$ cat src/hw/ums_pkg.sv
// Purpose: constants for the uart line and modem status block
// Assumes: 8-bit registers on a plain address/strobe port
// Notes: offsets follow a conventional uart register map
package ums_pkg;
   localparam logic [2:0] ADDR_HOLD = 3'h0;
   localparam logic [2:0] ADDR_IER = 3'h1;
   localparam logic [2:0] ADDR_EFR = 3'h2;
   localparam logic [2:0] ADDR_CTRL = 3'h3;
   localparam logic [2:0] ADDR_MCR = 3'h4;
   localparam logic [2:0] ADDR_LSR = 3'h5;
   localparam logic [2:0] ADDR_MSR = 3'h6;
   localparam logic [2:0] ADDR_FLOW = 3'h7;
   localparam int MCR_DTR = 0;
   localparam int MCR_RTS = 1;
   localparam int MCR_OP1 = 2;
   localparam int MCR_OP2 = 3;
   localparam int MCR_LOOP = 4;
   localparam int MCR_XANY = 5;
   localparam int MCR_IRDA = 6;
   localparam int MCR_PRESC = 7;
   localparam int EFR_ENH = 4;
   localparam int EFR_ACTS = 7;
   localparam int IER_MSI = 3;
   localparam int CTRL_FIFO = 0;
   localparam int CTRL_PAR = 1;
   localparam int CTRL_ODDP = 2;
   localparam int CTRL_SWFC = 3;
   localparam logic [7:0] MCR_RESET = 8'h00;
   localparam logic [7:0] EFR_RESET = 8'h00;
   localparam logic [7:0] IER_RESET = 8'h00;
   localparam logic [7:0] CTRL_RESET = 8'h00;
   localparam logic [7:0] XON_RESET = 8'h11;
   localparam logic [7:0] XOFF_RESET = 8'h13;
   localparam int FIFO_DEPTH = 32;
   localparam int PTR_W = 5;
   localparam int PRESC_DIV = 4;
   localparam int BAUD_DIV = 16;
   localparam logic [3:0] FRAME_BITS = 4'hA;
   typedef enum logic [1:0] {TX_IDLE, TX_SHIFT} ums_tx_type;
   typedef enum logic [1:0] {RX_IDLE, RX_SHIFT, RX_BREAK} ums_rx_type;
endpackage

$ cat src/hw/ums_uart_status.sv
// Purpose: one uart channel with line/modem status and upper mcr options
// Assumes: pins synchronous inputs except modem pins (synchronised here)
// Notes: 8 data bits, one stop bit; optional rx parity takes the place of data bit 7; fixed baud divider
// Summary of operation
// [RL1] any-char resume mode restarts a transmitter halted by xoff
// [RL2] resume char still stored unless it is an xon/xoff in sw flow
// [RL3] resume, infrared, prescaler bits writable only with enhanced enable
// [RL4] infrared enable routes tx and rx through the encoder and decoder
// [RL5] infrared tx output rests low when idle
// [RL6] prescaler bit selects clock or clock divided by four; reset zero
// [RL7] receive-ready reads one while a character waits in the fifo
// [RL8] full fifo on new character sets overrun and drops the character
// [RL9] parity flag belongs to the character at the read position
// [RL10] framing flag belongs to the character at the read position
// [RL11] line low for a frame flags break; one break char per break
// [RL12] holding-empty sets on hand-off to shifter, clears on host write
// [RL13] transmitter-empty only when holding storage and shifter empty
// [RL14] fifo error bit set while any stored char has an error
// [RL15] cts, dsr, cd change flags set on any toggle since last read
// [RL16] ring change flag sets only on low-to-high of ring input
// [RL17] any change flag raises modem interrupt when enabled
// [RL18] auto cts: high input halts tx after current char, low resumes
// [RL19] cts status is inverse of pin, or rts bit in loopback
// [RL20] upper modem status bits are levels, lower bits are changes
// [RL21] enhanced enable clear latches upper modem control bits
// [RL22] loopback redirects modem control outputs to status inputs
// [RL23] infrared rx polarity bit: zero active high, one active low
// [RL24] modem status read clears change flags; line status read clears overrun
// [RL25] modem inputs synchronised before edge detection
//
// Design decisions made here: the address-and-strobe port and the placing of the registers.
`timescale 1ns/1ns
module ums_uart_status (
   input wire logic clk,
   input wire logic resetn,
   input wire logic [2:0] addr,
   input wire logic [7:0] wdata,
   input wire logic wr,
   input wire logic rd,
   output logic [7:0] rdata,
   input wire logic rx,
   output logic tx,
   input wire logic cts_n,
   input wire logic dsr_n,
   input wire logic ring_indicator_n,
   input wire logic carrier_detect_n,
   output logic rts_n,
   output logic dtr_n,
   output logic legacy_output_one_n,
   output logic op2_n,
   output logic modem_irq
);
   logic [7:0] modem_control_reg, enhanced_feature_reg;
   logic [7:0] interrupt_enable_reg, ctrl_reg, xon_reg, xoff_reg;
   logic [7:0] rdata_reg;
   // receive fifo: data plus parity, framing, break tags
   logic [10:0] rx_mem [ums_pkg::FIFO_DEPTH];
   logic [ums_pkg::PTR_W-1:0] rd_ptr_reg, wr_ptr_reg;
   logic [ums_pkg::PTR_W:0] count_reg;
   logic [ums_pkg::PTR_W:0] err_count_reg;
   logic overrun_reg;
   logic [7:0] hold_reg;
   logic hold_full_reg;
   logic [9:0] shift_reg;
   logic [3:0] tx_bits_reg;
   ums_pkg::ums_tx_type tx_state_reg;
   logic xoff_halt_reg;
   logic [1:0] presc_reg;
   logic [3:0] baud_reg;
   logic tick;
   logic [3:0] sync1_reg, sync2_reg, prev_reg, delta_reg;
   logic [3:0] pin_level;
   ums_pkg::ums_rx_type rx_state_reg;
   logic [3:0] rx_bits_reg;
   logic [9:0] rx_shift_reg;
   logic rx_line, tx_line, loop;
   logic rx_done;
   logic [10:0] rx_word;
   logic store;
   logic fifo_pop;
   logic lsr_rd, msr_rd;
   logic enh;
   logic [7:0] lsr_val, msr_val;

   function automatic logic err_of(input logic [10:0] w);
      return |w[10:8];
   endfunction

   assign enh = enhanced_feature_reg[ums_pkg::EFR_ENH];
   assign loop = modem_control_reg[ums_pkg::MCR_LOOP];
   assign lsr_rd = rd && addr == ums_pkg::ADDR_LSR;
   assign msr_rd = rd && addr == ums_pkg::ADDR_MSR;
   assign fifo_pop = rd && addr == ums_pkg::ADDR_HOLD && count_reg != '0;

   // host registers; upper mcr bits freeze while enhanced enable is clear
   always_ff @(posedge clk or negedge resetn) begin
      if (!resetn) begin
         modem_control_reg <= ums_pkg::MCR_RESET;
         enhanced_feature_reg <= ums_pkg::EFR_RESET;
         interrupt_enable_reg <= ums_pkg::IER_RESET;
         ctrl_reg <= ums_pkg::CTRL_RESET;
         xon_reg <= ums_pkg::XON_RESET;
         xoff_reg <= ums_pkg::XOFF_RESET;
      end else if (wr) begin
         unique case (addr)
            ums_pkg::ADDR_MCR: begin
               modem_control_reg[4:0] <= wdata[4:0];
               if (enh) begin
                  modem_control_reg[7:5] <= wdata[7:5]; // RL3 RL21
               end
            end
            ums_pkg::ADDR_EFR: enhanced_feature_reg <= wdata;
            ums_pkg::ADDR_IER: interrupt_enable_reg <= wdata;
            ums_pkg::ADDR_CTRL: ctrl_reg <= wdata;
            ums_pkg::ADDR_FLOW: begin
               xon_reg <= wdata;
               xoff_reg <= ~wdata;
            end
            default: ;
         endcase
      end
   end

   // prescaler and divide-by-16 baud tick, one tick per bit
   always_ff @(posedge clk or negedge resetn) begin
      if (!resetn) begin
         presc_reg <= '0;
         baud_reg <= '0;
      end else begin
         presc_reg <= presc_reg + 2'h1;
         if (!modem_control_reg[ums_pkg::MCR_PRESC] || presc_reg == 2'h3) begin
            baud_reg <= baud_reg + 4'h1; // RL6
         end
      end
   end
   assign tick = baud_reg == 4'hF &&
      (!modem_control_reg[ums_pkg::MCR_PRESC] || presc_reg == 2'h3);

   // receive line: loopback, then irda decode with selectable polarity
   always_comb begin
      if (loop) begin
         rx_line = tx_line; // RL22
      end else if (modem_control_reg[ums_pkg::MCR_IRDA]) begin
         rx_line = modem_control_reg[ums_pkg::MCR_OP1] ? !rx : rx; // RL4 RL23
         rx_line = !rx_line;
      end else begin
         rx_line = rx;
      end
   end

   // receiver: one bit per tick, break held until line returns high
   always_ff @(posedge clk or negedge resetn) begin
      if (!resetn) begin
         rx_state_reg <= ums_pkg::RX_IDLE;
         rx_bits_reg <= '0;
         rx_shift_reg <= '0;
      end else if (tick) begin
         unique case (rx_state_reg)
            ums_pkg::RX_IDLE: if (!rx_line) begin
               rx_state_reg <= ums_pkg::RX_SHIFT;
               rx_bits_reg <= '0;
            end
            ums_pkg::RX_SHIFT: begin
               rx_shift_reg <= {rx_line, rx_shift_reg[9:1]};
               rx_bits_reg <= rx_bits_reg + 4'h1;
               // start was sampled in idle, so nine samples end the frame
               if (rx_bits_reg == ums_pkg::FRAME_BITS - 4'h2) begin
                  rx_state_reg <= (rx_shift_reg[9:2] == '0 && !rx_line) ?
                     ums_pkg::RX_BREAK : ums_pkg::RX_IDLE;
               end
            end
            ums_pkg::RX_BREAK: if (rx_line) begin
               rx_state_reg <= ums_pkg::RX_IDLE; // RL11
            end
            default: rx_state_reg <= ums_pkg::RX_IDLE;
         endcase
      end
   end
   assign rx_done = tick && rx_state_reg == ums_pkg::RX_SHIFT &&
      rx_bits_reg == ums_pkg::FRAME_BITS - 4'h2;

   // word: [10] break, [9] framing, [8] parity, [7:0] data
   always_comb begin
      rx_word[7:0] = ctrl_reg[ums_pkg::CTRL_PAR] ?
         {1'b0, rx_shift_reg[8:2]} : rx_shift_reg[9:2];
      rx_word[10] = rx_shift_reg[9:2] == '0 && !rx_line; // RL11
      rx_word[9] = !rx_line && !rx_word[10]; // RL10
      rx_word[8] = ctrl_reg[ums_pkg::CTRL_PAR] && !rx_word[10] &&
         ((^rx_shift_reg[9:2]) ^ ctrl_reg[ums_pkg::CTRL_ODDP]); // RL9
   end

   // xon/xoff characters are swallowed only under sw flow control
   assign store = rx_done && !(ctrl_reg[ums_pkg::CTRL_SWFC] &&
      (rx_word[7:0] == xon_reg || rx_word[7:0] == xoff_reg)); // RL2

   // receive fifo with error count; a full fifo drops the new character
   always_ff @(posedge clk or negedge resetn) begin
      if (!resetn) begin
         rd_ptr_reg <= '0;
         wr_ptr_reg <= '0;
         count_reg <= '0;
         err_count_reg <= '0;
      end else begin
         if (store && count_reg != ums_pkg::FIFO_DEPTH) begin
            wr_ptr_reg <= wr_ptr_reg + 1'b1;
         end
         if (fifo_pop) begin
            rd_ptr_reg <= rd_ptr_reg + 1'b1;
         end
         count_reg <= count_reg
            + (store && count_reg != ums_pkg::FIFO_DEPTH)
            - fifo_pop;
         err_count_reg <= err_count_reg
            + (store && count_reg != ums_pkg::FIFO_DEPTH && err_of(rx_word))
            - (fifo_pop && err_of(rx_mem[rd_ptr_reg])); // RL14
      end
   end
   always_ff @(posedge clk) begin
      if (store && count_reg != ums_pkg::FIFO_DEPTH) begin
         rx_mem[wr_ptr_reg] <= rx_word;
      end
   end

   // overrun: set wins over the clear by a status read
   always_ff @(posedge clk or negedge resetn) begin
      if (!resetn) begin
         overrun_reg <= 1'b0;
      end else if (store && count_reg == ums_pkg::FIFO_DEPTH) begin
         overrun_reg <= 1'b1; // RL8
      end else if (lsr_rd) begin
         overrun_reg <= 1'b0; // RL24
      end
   end

   // software (xon/xoff) flow control of the transmitter
   always_ff @(posedge clk or negedge resetn) begin
      if (!resetn) begin
         xoff_halt_reg <= 1'b0;
      end else if (rx_done && ctrl_reg[ums_pkg::CTRL_SWFC] &&
                   rx_word[7:0] == xoff_reg) begin
         xoff_halt_reg <= 1'b1;
      end else if (rx_done && (rx_word[7:0] == xon_reg ||
                   modem_control_reg[ums_pkg::MCR_XANY])) begin
         xoff_halt_reg <= 1'b0; // RL1
      end
   end

   // holding register and shifter; cts checked only between characters
   always_ff @(posedge clk or negedge resetn) begin
      if (!resetn) begin
         hold_reg <= '0;
         hold_full_reg <= 1'b0;
         shift_reg <= '1;
         tx_bits_reg <= '0;
         tx_state_reg <= ums_pkg::TX_IDLE;
      end else begin
         if (wr && addr == ums_pkg::ADDR_HOLD) begin
            hold_reg <= wdata;
            hold_full_reg <= 1'b1; // RL12
         // load only on a tick so the start bit lasts a full bit time
         end else if (tick && tx_state_reg == ums_pkg::TX_IDLE &&
                      hold_full_reg && !xoff_halt_reg &&
                      !(enhanced_feature_reg[ums_pkg::EFR_ACTS] &&
                      !msr_val[4])) begin // RL18
            hold_full_reg <= 1'b0; // RL12
            shift_reg <= {1'b1, hold_reg, 1'b0};
            tx_bits_reg <= '0;
            tx_state_reg <= ums_pkg::TX_SHIFT;
         end
         if (tick && tx_state_reg == ums_pkg::TX_SHIFT) begin
            shift_reg <= {1'b1, shift_reg[9:1]};
            tx_bits_reg <= tx_bits_reg + 4'h1;
            if (tx_bits_reg == ums_pkg::FRAME_BITS - 4'h1) begin
               tx_state_reg <= ums_pkg::TX_IDLE;
            end
         end
      end
   end
   assign tx_line = shift_reg[0];

   // irda pulse while a zero bit is sent, low when idle
   always_ff @(posedge clk or negedge resetn) begin
      if (!resetn) begin
         tx <= 1'b1;
      end else if (loop) begin
         tx <= 1'b1;
      end else if (modem_control_reg[ums_pkg::MCR_IRDA]) begin
         tx <= tx_state_reg == ums_pkg::TX_SHIFT && !tx_line &&
            baud_reg[3:2] == 2'h1; // RL4 RL5
      end else begin
         tx <= tx_line;
      end
   end

   // modem pins: synchroniser, then change detection
   always_comb begin
      if (loop) begin
         pin_level = {modem_control_reg[ums_pkg::MCR_OP2],
                      modem_control_reg[ums_pkg::MCR_OP1],
                      modem_control_reg[ums_pkg::MCR_DTR],
                      modem_control_reg[ums_pkg::MCR_RTS]}; // RL19 RL22
      end else begin
         pin_level = ~sync2_reg; // RL19
      end
   end
   always_ff @(posedge clk or negedge resetn) begin
      if (!resetn) begin
         sync1_reg <= '1;
         sync2_reg <= '1;
         prev_reg <= '0;
         delta_reg <= '0;
      end else begin
         sync1_reg <= {carrier_detect_n, ring_indicator_n, dsr_n, cts_n};
         sync2_reg <= sync1_reg; // RL25
         prev_reg <= pin_level;
         for (int i = 0; i < 4; i++) begin
            if (i == 2 ? (prev_reg[i] && !pin_level[i])
                       : (prev_reg[i] != pin_level[i])) begin
               delta_reg[i] <= 1'b1; // RL15 RL16
            end else if (msr_rd) begin
               delta_reg[i] <= 1'b0; // RL24
            end
         end
      end
   end

   assign msr_val = {pin_level, delta_reg}; // RL20
   assign lsr_val = {err_count_reg != '0, // RL14
      !hold_full_reg && tx_state_reg == ums_pkg::TX_IDLE, // RL13
      !hold_full_reg, // RL12
      count_reg != '0 && rx_mem[rd_ptr_reg][10], // RL11
      count_reg != '0 && rx_mem[rd_ptr_reg][9], // RL10
      count_reg != '0 && rx_mem[rd_ptr_reg][8], // RL9
      overrun_reg, count_reg != '0}; // RL7

   always_ff @(posedge clk or negedge resetn) begin
      if (!resetn) begin
         rdata_reg <= '0;
      end else if (rd) begin
         unique case (addr)
            ums_pkg::ADDR_HOLD: rdata_reg <= rx_mem[rd_ptr_reg][7:0];
            ums_pkg::ADDR_IER: rdata_reg <= interrupt_enable_reg;
            ums_pkg::ADDR_EFR: rdata_reg <= enhanced_feature_reg;
            ums_pkg::ADDR_CTRL: rdata_reg <= ctrl_reg;
            ums_pkg::ADDR_MCR: rdata_reg <= modem_control_reg;
            ums_pkg::ADDR_LSR: rdata_reg <= lsr_val;
            ums_pkg::ADDR_MSR: rdata_reg <= msr_val;
            ums_pkg::ADDR_FLOW: rdata_reg <= xon_reg;
            default: rdata_reg <= '0;
         endcase
      end else begin
         rdata_reg <= '0;
      end
   end
   assign rdata = rdata_reg;

   // modem control outputs forced inactive in loopback; modem_irq is not
   assign rts_n = loop | ~modem_control_reg[ums_pkg::MCR_RTS];
   assign dtr_n = loop | ~modem_control_reg[ums_pkg::MCR_DTR];
   assign legacy_output_one_n = loop | ~modem_control_reg[ums_pkg::MCR_OP1];
   assign op2_n = loop | ~modem_control_reg[ums_pkg::MCR_OP2];
   assign modem_irq = interrupt_enable_reg[ums_pkg::IER_MSI] &&
      (delta_reg != '0); // RL17
endmodule

$ cat config.mk
export PLATFORM = sky130hd
export DESIGN_NAME = ums_uart_status
export DESIGN_NICKNAME = d
export VERILOG_FILES = /design/src/hw/ums_pkg.sv /design/src/hw/ums_uart_status.sv
export SDC_FILE = /design/constraint.sdc
export NUM_CORES = 1
export LEC_CHECK = 0
export BUFFER_PORTS_ARGS = -buffer_cell sky130_fd_sc_hd__buf_2
export CORE_UTILIZATION = 30
export CTS_CLUSTER_DIAMETER = 120
export DETAILED_ROUTE_END_ITERATION = 6
export PLACE_DENSITY = 0.53
export SETUP_SLACK_MARGIN = 0.4
export SYNTH_ARGS = -nofsm -noshare
export SYNTH_HDL_FRONTEND = slang
export SYNTH_SLANG_ARGS = --single-unit
$ cat constraint.sdc
create_clock -name clk -period 4.2 [get_ports clk]
set_input_delay 0.42 -clock clk [delete_from_list [all_inputs] [get_ports clk]]
set_output_delay 0.42 -clock clk [all_outputs]
set_load 0.01 [all_outputs]
==> flow_metrics.env <==
export IMPL_startpoint_type_of_the_worst_setup_path="register"
export IMPL_routedWlPerCell_um=22.1
export IMPL_setup_viol=0
export IMPL_syn_cell_area_um2=20500
export IMPL_pleak_uw=0.00866
export IMPL_chipHeight_um=263
export IMPL_max_vdd_ir_drop_mv=0.355
export IMPL_cts_reportedPaths_clkPinSlew_ns=0.06
export IMPL_hold_class="input pin to register"
export IMPL_rsz0062_at_grt="true"
export IMPL_post_synth_num_cell_types=70
export IMPL_cp_slowest_cell="sky130_fd_sc_hd__dfrtp_4"
export IMPL_worst_path_stages=14
export IMPL_overflow_left_after_global_routing=0
export IMPL_worst_clock_skew_ns=0.0296
export IMPL_grt_use_total_pct=14.4
export IMPL_cts_max_path_buffers=3
export IMPL_drt_vias_per_instance=4.94
export IMPL_placeableCoreArea_um2=67400
export IMPL_seq_area_frac_synth_pct=68.9
export IMPL_crit_fanout=7
export IMPL_min_delay_path_depth=2
export IMPL_cts_tree="built"
export IMPL_min_period_over_period_pct=88.1
export IMPL_core_rowCount=95
export IMPL_count_of_non_filler_cells_in_the_finished_layout=2248
export IMPL_worst_ep_required_time_ns=4.73
export IMPL_p_per_area_nw_per_um2=621
export IMPL_finish_net_count=1388
export IMPL_syn_num_nets=1266
export IMPL_synth_async_reset_ratio_pct=28.6
export IMPL_synth_ff_latch_count=493
export IMPL_globalplace_congestion=0.834
export IMPL_fraction_of_final_layout_cells_sized_beyond_drive_strength_1_pct=27.3
export IMPL_htreeDepth=2
export IMPL_worst_slew_pin_transition_ns=1.35
export IMPL_finalSetupTns_ns=0
export IMPL_die_x_um=263
export IMPL_io_pins=34
export IMPL_multi_input_area_um2=5890
export IMPL_first_pass_grt_wire_length_mm=75.1
export IMPL_min_tclk_post_route_ns=3.70
export IMPL_reg2reg_depth=14
export IMPL_max_cap_viols=0
export IMPL_arrival_ns=4.23
export IMPL_placed_cell_count=2140
export IMPL_routed_wl_mm=49.6
export IMPL_num_vias=11100
export IMPL_floorplan_initialDensity_pct=30.4
export IMPL_syn_avg_cell_area_um2=16.9
export IMPL_antenna_cells_inserted=0
export IMPL_place_detailed_hpwl_mm=33.4
export IMPL_portBuffers=33
export IMPL_cts_sinks=493
export IMPL_first_iter_violations=770
export IMPL_timing_final_max_slew_violations=0
export IMPL_clock_root_buffer="sky130_fd_sc_hd__clkbuf_16"
export IMPL_synth_warning_count=0
export IMPL_path_buf_inv=2
export IMPL_antenna_violations_before_repair=1
export IMPL_antenna_violating_nets_post_route=0
export IMPL_first_global_vias=11600
export IMPL_worst_slew_margin_rel_pct=9.80
export IMPL_inserted_clock_buffers=51
export IMPL_run_status="finished clean"
export IMPL_synth_edff_count=352
export IMPL_layout_cells_most_common_list="sky130_fd_sc_hd__edfxtp_1, sky130_fd_sc_hd__dfrtp_1, sky130_fd_sc_hd__mux4_2"
export IMPL_pin_count_of_the_biggest_net_entering_global_routing=77
export IMPL_timing_critical_path_cells="buf_4 -> mux4_2 -> a22o_1 -> a211o_1 -> a222oi_1 -> nor2b_1 -> ha_1 -> inv_1 -> ha_1 -> a21o_1 -> a21oi_1 -> o21bai_1 -> a21oi_1 -> xor2_1"
export IMPL_syn2layout_area_growth_pct=16.6
export IMPL_timing_critical_path_max_delay_family="compound AO/OA/AOI/OAI gates"
export IMPL_route_detailed_drc=0
export IMPL_max_reg_flops=352
export IMPL_final_hold_viol_count=0
export IMPL_yosys_most_used_dff="sky130_fd_sc_hd__edfxtp_1"
export IMPL_layout_filler_cells=6367
export IMPL_critPathKind="register to register"
export IMPL_clkLatencyLatePin_ns=0.60
export IMPL_floorplan_die_area_um2=69400
export IMPL_critical_path_endpoint_type="register"
export IMPL_critical_path_max_stage_delay_ns=0.51
export IMPL_final_common_cell="sky130_fd_sc_hd__edfxtp_1"
export IMPL_seqCellArea_um2=14100
export IMPL_drt_pre_antenna_iters=5
export IMPL_synthCells=1212
export IMPL_timing_fmax_ghz=0.270
layout make-up:
| cell class | instances | share of cell area (%) |
|---|---|---|
| inverters | 51 | 0.800 |
| repair buffers | 123 | 3.92 |
| clock buffers | 64 | 5.75 |
| flip-flops and latches | 493 | 59.1 |
| clock inverters | 30 | 1.22 |
| multi-input cells | 614 | 24.6 |
| well taps | 873 | 4.57 |
cell families (layout without fill, tap and decap cells):
family | count (synthesis) | count (layout) | share of synthesized area [%]
DFF | 493 | 493 | 68.9
adders and majority gates | 34 | 34 | 2.15
buffers and inverters | 105 | 268 | 2.43
and+or+nand+nor | 214 | 214 | 5.22
xor gates and xnor gates | 43 | 43 | 1.84
muxes | 182 | 182 | 14.8
AOI/OAI and AO/OA | 141 | 141 | 4.67
worst paths after layout:
| check | slack (ns) | startpoint | end |
|---|---|---|---|
| setup reg to reg | 0.50 | rd_ptr_reg[0] | err_count_reg[5] |
| max in group asynchronous | 2.92 | resetn | rd_ptr_reg[0] |
| hold / removal | 0.12 | wdata[1] | xoff_reg[1] |
| setup / recovery | 0.50 | rd_ptr_reg[0] | err_count_reg[5] |
| min in group asynchronous | 0.41 | resetn | interrupt_enable_reg[6] |
| hold reg to reg | 0.35 | sync1_reg[3] | sync2_reg[3] |
repair_timing:
| action | CTS | global route |
|---|---|---|
| setup buffers | 4 | 4 |
| setup endpoints to repair | 2 | 2 |
| cloned | 0 | 1 |
| resized for setup | 0 | 8 |
| hold buffers | 5 | 0 |
| endpoints found under the hold margin | 65 | 0 |
| pin swaps | 1 | 6 |
where the power goes:
part	switching, µW	internal, µW
Sequential	355	6060
Clock	1880	2630
Combinational	2190	1730
per-stage QoR:
stage	hold WS (ns)	instance area, µm²	utilization [%]	setup slack (ns)	total power, µW
final	0.123	23900	35.5	0.499	14800
after global routing	0.103	23900	35.5	0.387	15600
after CTS	0.0823	23800	35.4	0.415	14900
after detailed placement	0.347	22100	32.7	0.247	10300
after global placement	0.346	22100	32.7	0.237	10200
after floorplan	0.124	20500	-	0.535	9060
cell usage after synthesis, types with 8 or more instances:
cell                       number  area (µm²)
sky130_fd_sc_hd__edfxtp_1     352       10600
sky130_fd_sc_hd__dfrtp_1      118        2950
sky130_fd_sc_hd__mux4_2        88        1980
sky130_fd_sc_hd__nor2_1        68         255
sky130_fd_sc_hd__nand2_1       52         195
sky130_fd_sc_hd__inv_1         49         184
sky130_fd_sc_hd__mux2_2        49         552
sky130_fd_sc_hd__mux2i_1       42         420
sky130_fd_sc_hd__o21ai_0       33         165
sky130_fd_sc_hd__ha_1          32         400
sky130_fd_sc_hd__a21oi_1       30         150
sky130_fd_sc_hd__clkbuf_1      27         101
sky130_fd_sc_hd__xnor2_1       24         210
sky130_fd_sc_hd__dfstp_2       23         604
sky130_fd_sc_hd__nand3_1       21         105
sky130_fd_sc_hd__xor2_1        19         166
sky130_fd_sc_hd__nand4_1       13        81.3
sky130_fd_sc_hd__nor2b_1       11        68.8
sky130_fd_sc_hd__buf_2          9        45.0
sky130_fd_sc_hd__a22o_1         8        70.1
metal layers:
| metal | track usage, % | up-vias | share of wire, % |
|---|---|---|---|
| met5 | 0 | - | 0 |
| met4 | 4.01 | 0 | 2.3 |
| met3 | 3.28 | 74 | 6.2 |
| met2 | 23.0 | 284 | 47 |
| met1 | 19.6 | 5804 | 44 |
| li1 | - | 4944 | - |
No activity file was read; power rests on OpenSTA's default activity.
